File: src/core/sadr_pkg.sv
// Constants, maps and carrier types of the system address decoder.
// Assumes one processor clock domain and a single requesting core.
package sadr_pkg;
  // Regions: 0 boot ROM, 1 program flash, 2 data flash, 3 data RAM
  localparam int RGN_N = 4;
  localparam int RGN_ROM = 0;
  localparam int RGN_PFLASH = 1;
  localparam int RGN_DFLASH = 2;
  localparam int RGN_RAM = 3;
  // Reset map, ROM window covers 64K and mirrors the 4K array
  localparam logic [31:0] RST_BASE [RGN_N] =
    '{32'h0000_0000, 32'h0001_0000, 32'h0001_8800, 32'h0001_9000};
  localparam logic [4:0] RST_LOG2 [RGN_N] =
    '{5'h10, 5'h0F, 5'h0B, 5'h0C};
  // Normal map, reset values of the region registers
  localparam logic [21:0] NORM_BASE_KB [RGN_N] =
    '{22'h000040, 22'h000000, 22'h000062, 22'h000064};
  localparam logic [4:0] NORM_LOG2 [RGN_N] =
    '{5'h0C, 5'h0F, 5'h0B, 5'h0C};
  localparam logic [4:0] LOG2_MIN = 5'h0A;
  localparam logic [4:0] LOG2_MAX = 5'h18;
  // Decoder configuration window and its register offsets
  localparam logic [23:0] CFG_PAGE = 24'hFFFFFE;
  localparam logic [7:0] OFS_RGN0 = 8'h00;
  localparam logic [7:0] OFS_CTRL = 8'h10;
  localparam logic [7:0] OFS_PROT = 8'h14;
  localparam logic [7:0] OFS_FAULT = 8'h18;
  localparam logic [7:0] OFS_PWAIT = 8'h1C;
  localparam int CTRL_REMAP_BIT = 0;
  localparam int CTRL_RSTACT_BIT = 1;
  localparam logic [1:0] CTRL_RST = 2'h0;
  localparam logic [12:0] PROT_RST = 13'h0000;
  localparam logic [31:0] PWAIT_RST = 32'h0000_0000;
  localparam int PROT_WIN_BIT = 12;
  localparam int FAULT_ILL_BIT = 0;
  localparam int FAULT_PROT_BIT = 1;
  // Eight 1K peripheral slots
  localparam int PSLOT_N = 8;
  localparam logic [18:0] PSLOT_PAGE = 19'h7FFBF;
  // Wait counts
  localparam logic [3:0] MEM_WAIT = 4'h0;
  localparam logic [3:0] CFG_WAIT = 4'h1;
  // Fixed system and peripheral windows
  localparam int WIN_N = 24;
  localparam logic [31:0] WIN_BASE [WIN_N] = '{
    32'h0002_0000, 32'h0003_0000, 32'h0004_0000, 32'h0005_0000,
    32'h0006_0000, 32'h0007_0000, 32'h0008_0000, 32'h0009_0000,
    32'h000A_0000, 32'h000B_0000, 32'h000C_0000, 32'h000D_0000,
    32'h000E_0000, 32'hFFF7_EC00, 32'hFFF7_ED00, 32'hFFF7_F000,
    32'hFFF7_F600, 32'hFFF7_FA00, 32'hFFF7_FD00, 32'hFFFF_FD00,
    32'hFFFF_FE00, 32'hFFFF_FF20, 32'hFFFF_FF40, 32'hFFFF_FFD0};
  localparam logic [7:0] WIN_LAST [WIN_N] = '{
    8'hFF, 8'hFF, 8'hFF, 8'hFF, 8'hFF, 8'hFF, 8'hFF, 8'hFF,
    8'hFF, 8'hFF, 8'hFF, 8'hFF, 8'hFF, 8'hFF, 8'hFF, 8'hFF,
    8'hFF, 8'hFF, 8'hFF, 8'hFF, 8'hFF, 8'h37, 8'h50, 8'hEC};

  typedef struct packed {
    logic valid;
    logic write;
    logic priv;
    logic [31:0] addr;
    logic [31:0] wdata;
  } sadr_req_type;

  typedef struct packed {
    logic ready;
    logic error;
    logic [31:0] rdata;
  } sadr_rsp_type;

  typedef struct packed {
    logic [21:0] base_kb;
    logic [4:0] log2;
  } sadr_rgn_type;

  typedef struct packed {
    logic chk_start;
    logic chk_full;
    logic jump;
    logic pmbus_mode;
  } sadr_boot_type;
endpackage

File: src/core/sadr_decode_remap.sv
// Address decoder with boot remap, peripheral selects and protection.
// Assumes a core that holds a request until ready and a checksum engine.
`timescale 1ns/1ns
module sadr_decode_remap (
  // Clock and reset
  input wire logic clk,
  input wire logic nrst,
  // Processor request and answer
  input wire sadr_pkg::sadr_req_type req,
  output sadr_pkg::sadr_rsp_type rsp,
  // Selects
  output logic [sadr_pkg::RGN_N-1:0] msel,
  output logic [sadr_pkg::PSLOT_N-1:0] psel,
  output logic [sadr_pkg::WIN_N-1:0] wsel,
  // Checksum engine
  input wire logic chk_done,
  input wire logic chk_pass,
  // Boot and fault status
  output sadr_pkg::sadr_boot_type boot,
  output logic remap,
  output logic fault,
  output logic rst_req
);
  import sadr_pkg::*;

  typedef enum logic [2:0] {
    ST_IDLE = 3'b001, ST_BUSY = 3'b010, ST_DONE = 3'b100
  } sadr_acc_type;
  typedef enum logic [5:0] {
    B_INIT = 6'b000001, B_SHORT = 6'b000010, B_FULL = 6'b000100,
    B_JUMP = 6'b001000, B_HOLD = 6'b010000, B_RUN = 6'b100000
  } sadr_bst_type;

  sadr_acc_type acc_ff, nxt_acc;
  sadr_bst_type bst_ff, nxt_bst;
  logic [3:0] cnt_ff, nxt_cnt;
  sadr_rsp_type rsp_ff, nxt_rsp;
  logic [RGN_N-1:0] msel_ff, nxt_msel;
  logic [PSLOT_N-1:0] psel_ff, nxt_psel;
  logic [WIN_N-1:0] wsel_ff, nxt_wsel;
  sadr_boot_type boot_ff, nxt_boot;
  sadr_rgn_type rgn_ff [RGN_N];
  sadr_rgn_type nxt_rgn [RGN_N];
  logic [1:0] ctrl_ff, nxt_ctrl;
  logic [12:0] prot_ff, nxt_prot;
  logic [1:0] fsts_ff, nxt_fsts;
  logic [31:0] pwait_ff, nxt_pwait;
  logic fault_ff, nxt_fault;
  logic rst_req_ff, nxt_rst_req;
  logic [RGN_N-1:0] rgn_hit, rgn_sel;
  logic [PSLOT_N-1:0] slot_hit;
  logic [WIN_N-1:0] win_hit;
  logic is_cfg, take, illegal, denied, cfg_wr;
  logic [7:0] ofs;
  logic [31:0] cfg_rdata;
  logic [4:0] wlog2;

  function automatic logic in_rgn(logic [31:0] a, logic [31:0] b,
                                  logic [4:0] l2);
    logic [31:0] m;
    m = 32'hFFFF_FFFF << l2;
    return ((a ^ b) & m) == 32'h0000_0000;
  endfunction

  assign take = (acc_ff == ST_IDLE) && req.valid;
  assign ofs = req.addr[7:0];
  assign is_cfg = req.addr[31:8] == CFG_PAGE;

  genvar gi;
  generate
    for (gi = 0; gi < RGN_N; gi++) begin : g_rgn
      assign rgn_hit[gi] = ctrl_ff[CTRL_REMAP_BIT] ?
        in_rgn(req.addr, {rgn_ff[gi].base_kb, 10'h000}, rgn_ff[gi].log2) :
        in_rgn(req.addr, RST_BASE[gi], RST_LOG2[gi]);
    end
    for (gi = 0; gi < PSLOT_N; gi++) begin : g_slot
      assign slot_hit[gi] = (req.addr[31:13] == PSLOT_PAGE) &&
                            (req.addr[12:10] == 3'(gi));
    end
    for (gi = 0; gi < WIN_N; gi++) begin : g_win
      assign win_hit[gi] = (req.addr[31:8] == WIN_BASE[gi][31:8]) &&
                           (req.addr[7:0] >= WIN_BASE[gi][7:0]) &&
                           (req.addr[7:0] <= WIN_LAST[gi]);
    end
  endgenerate

  always_comb begin
    rgn_sel = '0;
    if (rgn_hit[RGN_ROM]) begin
      rgn_sel[RGN_ROM] = 1'b1;
    end else if (rgn_hit[RGN_PFLASH]) begin
      rgn_sel[RGN_PFLASH] = 1'b1;
    end else if (rgn_hit[RGN_DFLASH]) begin
      rgn_sel[RGN_DFLASH] = 1'b1;
    end else begin
      rgn_sel[RGN_RAM] = rgn_hit[RGN_RAM];
    end
    illegal = ~(|rgn_hit) & ~(|slot_hit) & ~(|win_hit);
    denied = ~req.priv & (|(rgn_sel & prot_ff[3:0]) |
             |(slot_hit & prot_ff[11:4]) |
             (|win_hit & prot_ff[PROT_WIN_BIT]) |
             (is_cfg & req.write));
    cfg_rdata = 32'h0000_0000;
    unique case (ofs)
      OFS_CTRL: cfg_rdata = {30'h0, ctrl_ff};
      OFS_PROT: cfg_rdata = {19'h0, prot_ff};
      OFS_FAULT: cfg_rdata = {30'h0, fsts_ff};
      OFS_PWAIT: cfg_rdata = pwait_ff;
      default: begin
        if (ofs < OFS_CTRL && ofs[1:0] == 2'h0) begin
          cfg_rdata = {rgn_ff[ofs[3:2]].base_kb, 5'h00,
                       rgn_ff[ofs[3:2]].log2};
        end
      end
    endcase
  end

  // Access sequencing
  always_comb begin
    nxt_acc = acc_ff;
    nxt_cnt = cnt_ff;
    nxt_rsp = rsp_ff;
    nxt_rsp.ready = 1'b0;
    nxt_msel = msel_ff;
    nxt_psel = psel_ff;
    nxt_wsel = wsel_ff;
    nxt_fault = 1'b0;
    nxt_rst_req = 1'b0;
    unique case (acc_ff)
      ST_IDLE: begin
        if (req.valid) begin
          nxt_rsp.rdata = is_cfg ? cfg_rdata : 32'h0000_0000;
          nxt_rsp.error = illegal | denied;
          if (illegal | denied) begin
            // Fault or reset on bad access
            nxt_fault = ~ctrl_ff[CTRL_RSTACT_BIT];
            nxt_rst_req = ctrl_ff[CTRL_RSTACT_BIT];
            nxt_cnt = MEM_WAIT;
          end else begin
            nxt_msel = rgn_sel;
            nxt_psel = slot_hit;
            nxt_wsel = win_hit;
            nxt_cnt = is_cfg ? CFG_WAIT : MEM_WAIT;
            for (int i = 0; i < PSLOT_N; i++) begin
              if (slot_hit[i]) begin
                nxt_cnt = pwait_ff[4*i +: 4];
              end
            end
          end
          nxt_acc = ST_BUSY;
        end
      end
      ST_BUSY: begin
        if (cnt_ff == 4'h0) begin
          nxt_acc = ST_DONE;
          nxt_rsp.ready = 1'b1;
        end else begin
          nxt_cnt = cnt_ff - 4'h1;
        end
      end
      ST_DONE: begin
        nxt_acc = ST_IDLE;
        nxt_msel = '0;
        nxt_psel = '0;
        nxt_wsel = '0;
      end
    endcase
  end

  always_ff @(posedge clk or negedge nrst) begin
    if (!nrst) begin
      acc_ff <= ST_IDLE;
      cnt_ff <= 4'h0;
      rsp_ff <= '0;
      msel_ff <= '0;
      psel_ff <= '0;
      wsel_ff <= '0;
      fault_ff <= 1'b0;
      rst_req_ff <= 1'b0;
    end else begin
      acc_ff <= nxt_acc;
      cnt_ff <= nxt_cnt;
      rsp_ff <= nxt_rsp;
      msel_ff <= nxt_msel;
      psel_ff <= nxt_psel;
      wsel_ff <= nxt_wsel;
      fault_ff <= nxt_fault;
      rst_req_ff <= nxt_rst_req;
    end
  end

  // Configuration registers and boot sequence
  always_comb begin
    cfg_wr = take & is_cfg & req.write & req.priv;
    nxt_rgn = rgn_ff;
    nxt_ctrl = ctrl_ff;
    nxt_prot = prot_ff;
    nxt_pwait = pwait_ff;
    nxt_fsts = fsts_ff;
    nxt_bst = bst_ff;
    nxt_boot = boot_ff;
    nxt_boot.chk_start = 1'b0;
    nxt_boot.jump = 1'b0;
    wlog2 = req.wdata[4:0];
    if (wlog2 < LOG2_MIN) begin
      wlog2 = LOG2_MIN;
    end else if (wlog2 > LOG2_MAX) begin
      wlog2 = LOG2_MAX;
    end
    if (cfg_wr) begin
      unique case (ofs)
        // Single write swaps the whole map
        OFS_CTRL: nxt_ctrl = req.wdata[1:0];
        OFS_PROT: nxt_prot = req.wdata[12:0];
        OFS_FAULT: nxt_fsts = fsts_ff & ~req.wdata[1:0];
        OFS_PWAIT: nxt_pwait = req.wdata;
        default: begin
          if (ofs < OFS_CTRL && ofs[1:0] == 2'h0) begin
            nxt_rgn[ofs[3:2]] = {req.wdata[31:10], wlog2};
          end
        end
      endcase
    end
    if (take) begin
      nxt_fsts[FAULT_ILL_BIT] = nxt_fsts[FAULT_ILL_BIT] | illegal;
      nxt_fsts[FAULT_PROT_BIT] = nxt_fsts[FAULT_PROT_BIT] |
                                 (denied & ~illegal);
    end
    unique case (bst_ff)
      B_INIT: begin
        nxt_bst = B_SHORT;
        nxt_boot.chk_start = 1'b1;
        nxt_boot.chk_full = 1'b0;
      end
      B_SHORT: begin
        if (chk_done) begin
          nxt_bst = chk_pass ? B_JUMP : B_FULL;
          nxt_boot.chk_start = ~chk_pass;
          nxt_boot.chk_full = ~chk_pass;
        end
      end
      B_FULL: begin
        if (chk_done) begin
          nxt_bst = chk_pass ? B_JUMP : B_HOLD;
          nxt_boot.pmbus_mode = ~chk_pass;
        end
      end
      B_JUMP: begin
        if (acc_ff == ST_IDLE && !req.valid) begin
          nxt_bst = B_RUN;
          nxt_boot.jump = 1'b1;
          nxt_ctrl[CTRL_REMAP_BIT] = 1'b1;
        end
      end
      // Stay in ROM until host remaps
      B_HOLD: begin
        if (nxt_ctrl[CTRL_REMAP_BIT]) begin
          nxt_bst = B_RUN;
          nxt_boot.pmbus_mode = 1'b0;
        end
      end
      B_RUN: nxt_bst = B_RUN;
      default: nxt_bst = B_INIT;
    endcase
  end

  always_ff @(posedge clk or negedge nrst) begin
    if (!nrst) begin
      for (int i = 0; i < RGN_N; i++) begin
        rgn_ff[i] <= {NORM_BASE_KB[i], NORM_LOG2[i]};
      end
      ctrl_ff <= CTRL_RST;
      prot_ff <= PROT_RST;
      pwait_ff <= PWAIT_RST;
      fsts_ff <= 2'h0;
      bst_ff <= B_INIT;
      boot_ff <= '0;
    end else begin
      rgn_ff <= nxt_rgn;
      ctrl_ff <= nxt_ctrl;
      prot_ff <= nxt_prot;
      pwait_ff <= nxt_pwait;
      fsts_ff <= nxt_fsts;
      bst_ff <= nxt_bst;
      boot_ff <= nxt_boot;
    end
  end

  assign rsp = rsp_ff;
  assign msel = msel_ff;
  assign psel = psel_ff;
  assign wsel = wsel_ff;
  assign boot = boot_ff;
  assign remap = ctrl_ff[CTRL_REMAP_BIT];
  assign fault = fault_ff;
  assign rst_req = rst_req_ff;
endmodule

File: config.mk
export PLATFORM = sky130hd
export DESIGN_NAME = sadr_decode_remap
export DESIGN_NICKNAME = d
export VERILOG_FILES = /design/src/core/sadr_pkg.sv /design/src/core/sadr_decode_remap.sv
export SDC_FILE = /design/constraint.sdc
export NUM_CORES = 1
export LEC_CHECK = 0
export ABC_AREA = 1
export BUFFER_PORTS_ARGS = -buffer_cell sky130_fd_sc_hd__buf_4
export CAP_MARGIN = 20
export CORE_MARGIN = 2
export CORE_UTILIZATION = 30
export CTS_BUF_LIST = sky130_fd_sc_hd__clkbuf_8
export CTS_CLUSTER_SIZE = 24
export DETAILED_ROUTE_END_ITERATION = 10
export PLACE_DENSITY_LB_ADDON = 0.25
export SETUP_SLACK_MARGIN = 0.15
export SLEW_MARGIN = 20
export SYNTH_ARGS = -nofsm -noshare
export SYNTH_HDL_FRONTEND = slang
export SYNTH_SLANG_ARGS = --single-unit
File: constraint.sdc
create_clock -name clk -period 4.2 [get_ports clk]
set_clock_uncertainty 0.2 [all_clocks]
set_input_delay 0.84 -clock clk [delete_from_list [all_inputs] [get_ports clk]]
set_output_delay 0.84 -clock clk [all_outputs]
set_load 0.02 [all_outputs]
==> run_results.csv <==
group,metric,value,unit
logic_synthesis,synth_top_area_share,37.4,%
worst_hold_path,worstHoldPathType,"in2reg",
timing,fin_crit,3.74,ns
critical_path,crit_path_start_kind,"input pin",
floorplan,fp.dieW,228,µm
critical_path,cp_cell_sequence,"buf_4 > nand2_1 > nor2_1 > nand3_1 > nor2_4 > nand2_1 > nor2_2 > nand2_1 > nand2_1 > nor2_1 > nand3_1 > nor2_1 > nand2_1 > nor2_1 > nand3_1 > nand2_1 > nand3_2 > nand2_4 > nand2_4 > nand2_1 > nand2_1",
critical_path,crit_arrival,4.08,ns
critical_path,critPathSlowestCell,"nor2_1",
route,via_per_inst,5.14,
clocking,root_buffer,"clkbuf_8",
finish,fillers,5383,
timing,hold_violations,0,
timing,worst_pin_slew,0.957,ns
route,wl,66300,µm
timing,grt_setup_unrepaired,"false",
logic_synthesis,synth_seq_cells,246,
critical_path,worstRegToRegCells,21,
route,drt_pass1_iterations,5,
logic_synthesis,netlist_top_cells_area,"dfrtp_1 37%, nand2_1 13%, inv_1 7.6%",
critical_path,crit_path_end_kind,"flip-flop",
route,via_count,15600,
outcome,status,"completed",
job,cap_violations,0,
timing,fin_crit_sh,89.0,%
critical_path,path_delay_family,"simple AND/OR/NAND/NOR gates",
global_routing,antenna_found_initial,1,
floorplan,num_io_pins,148,
timing,worst_slack,0.461,ns
logic_synthesis,synth_top_family_by_area,"simple AND/OR/NAND/NOR gates",
critical_path,cpPeakStageDelay,0.47,ns
global_routing,gr-usage-all-layers,25.1,%
timing,fin_setup_tns,0,ns
clocking,cts_tree,"yes",
critical_path,cp_max_fo,36,
logic_synthesis,synthCells,2193,
route,drc_errors,0,
power_and_ir_drop,vdd_ir_drop_max,0.149,mV
clocking,cts_buffer_depth,3,
clocking,clk_pin_slew,0.06,ns
logic_synthesis,synth_xor_area_share,3.48,%
logic_synthesis,synthAdderAreaFrac,0.0828,%
finish,nNetsFinal,2395,
logic_synthesis,seq_area_frac_synth,40.9,%
clocking,cts_htree_levels,2,
timing,setup_viol,0,
global_routing,grt_pass1_wl,98500,µm
logic_synthesis,synth_compound_area_share,14.5,%
logic_synthesis,synthMuxAreaShare,0.596,%
logic_synthesis,synth_cell_types,46,
critical_path,criticalPathCategory,"in2reg",
route,drt.antenna.violating_nets,0,
critical_path,rrSetupSlack,0.66,ns
placement,place.gp.congestion,1.02,
global_routing,grt_max_degree,71,
power_and_ir_drop,powerDensity,315,nW/µm²
critical_path,worstSetupEndpoint,"wsel[20]",
finish,final_cell_mix,"526 x nand2_1, 323 x inv_1, 281 x nor2_1",
power_and_ir_drop,p_leak,0.00970,µW
finish,area_growth_syn_to_layout,18.1,%
route,wl_per_cell,21.9,µm
critical_path,worstReg2RegStart,"rgn_ff[83]",
placement,post_dp_cell_area,17000,µm²
finish,drive_gt1_share,12.7,%
floorplan,core-area,50000,µm²
timing,max_freq,267,MHz
finish,instances_no_fill,3027,
logic_synthesis,avgSynthCellArea,6.89,µm²
logic_synthesis,synth_edf_count,0,
logic_synthesis,synth-warning-count,0,
critical_path,required,4.54,ns
critical_path,r2r_end,"wsel[13]",
global_routing,first_global_vias,15000,
logic_synthesis,synth-simple-area-share,29.4,%
placement,numPortBuffers,147,
finish,fin_area,17900,µm²
logic_synthesis,yosysTopAreaCell,"dfrtp_1",
finish,layout.cells.most_common,"nand2_1",
placement,dp.cells,2946,
critical_path,critPathBufInv,1,
finish,seq_area,6180,µm²
route,drt-initial-drc-count,1641,
placement,dp_hpwl,51300,µm
floorplan,dieArea,52200,µm²
worst_hold_path,hp-start,"chk_done",
clocking,clock_insertion_delay_worst_skew,0.62,ns
critical_path,cp_common_cell,"nand2_1",
logic_synthesis,syn_nets,2265,
logic_synthesis,async_reset_ff_share,100,%
critical_path,path_depth,21,
clocking,cts_buffers,46,
clocking,cts_sinks,246,
logic_synthesis,netlist_area,15100,µm²
global_routing,grt_overflow,0,
timing,max-slew-margin-rel,36.1,%
logic_synthesis,yosys_most_used_dff,"dfrtp_1",
floorplan,row_count,82,
finish,multi_input_area,7260,µm²
critical_path,crit_start,"req[54]",
timing,final-max-slew-violation-count,0,
floorplan,start_util,30.3,%
placement,dp_worst_setup_slack,-0.244,ns
power_and_ir_drop,power.total,5630,µW
floorplan,die_h,228,µm
flip-flops by register name (all words and copies together) (netlist names), 2 cells and up:
signal    count
rgn_ff      108
rsp          34
pwait_ff     32
wsel         24
prot_ff      13
psel          8
bst_ff        6
boot          4
cnt_ff        4
msel          4
acc_ff        3
ctrl_ff       2
fsts_ff       2
worst min path at each step:
stage                      to  slack, ns  depth (start not counted)
finish              bst_ff[1]       0.24                          2
global route        bst_ff[1]       0.23                          2
CTS                 bst_ff[1]       0.21                          2
detailed placement      fault       0.25                          1
global placement        fault       0.25                          1
floorplan               fault       0.22                          1
area by class of cell:
class                           count  area share [%]
Timing Repair Buffer              191            8.29
Multi-Input combinational cell   1519            40.7
Sequential cell                   246            34.6
Inverter                          319            6.70
Clock buffer                       56            4.32
Antenna cell                        1          0.0140
Clock inverter                     23           0.694
Tap cell                          672            4.71
power breakdown:
group | internal, µW | switching [µW] | total (µW)
clock network | 1260 | 1090 | 2350
logic | 248 | 546 | 794
registers | 2450 | 43.0 | 2490
synthesized netlist by cell type (6+ instances only):
library cell / number
a21oi_1: 147
a22oi_1: 11
a32o_1: 9
buf_2: 30
clkbuf_1: 68
dfrtp_1: 226
dfstp_2: 20
inv_1: 305
inv_2: 10
mux2i_1: 9
nand2_1: 528
nand3_1: 152
nand4_1: 43
nor2_1: 283
nor2_2: 6
nor3_1: 32
nor4_1: 8
o211ai_1: 12
o21ai_0: 133
o21ai_1: 13
o22ai_1: 19
o31ai_1: 18
xnor2_1: 9
xor2_1: 51
logic make-up (layout without fill, tap and decap cells):
family / count (synthesis) / after routing
multiplexers: 9 / 9
buffers and inverters: 428 / 589
AND/OR/NAND/NOR: 1064 / 1064
XOR/XNOR: 60 / 60
flip-flops: 246 / 246
other: 0 / 1
adder cells (fa/ha/maj): 1 / 1
AO/OA/AOI/OAI: 385 / 385
per-layer routing:
layer | vias to the layer above | routed length, µm | share of wire (%) | global-route usage, %
met5 | - | 0 | 0 | 0
met1 | 7512 | 29400 | 44 | 34.5
met2 | 643 | 29800 | 45 | 39.6
li1 | 7280 | - | - | -
met4 | 0 | 2260 | 3.4 | 9.05
met3 | 123 | 4770 | 7.2 | 4.14
metrics by stage:
step	util (%)	hold slack (ns)
floorplan	-	0.225
global placement	33.9	0.251
detailed placement	33.9	0.252
CTS	35.7	0.207
global route	35.7	0.226
finish	35.7	0.243
worst reg2reg max path, delay by kind of cell (launching register included):
family / cells / cell delay (ns)
buffers and inverters: 1 / 0.06
AND/OR/NAND/NOR: 20 / 2.52
flip-flops: 1 / 0.67
what timing repair did:
item | CTS | global route
hold endpoints to repair | 21 | 0
gates resized for setup | 0 | 1
hold buffers | 1 | 0
buffers inserted | 0 | 0
setup endpoints to repair | 0 | 4
Note: power is estimated with default switching activity, not from simulation.
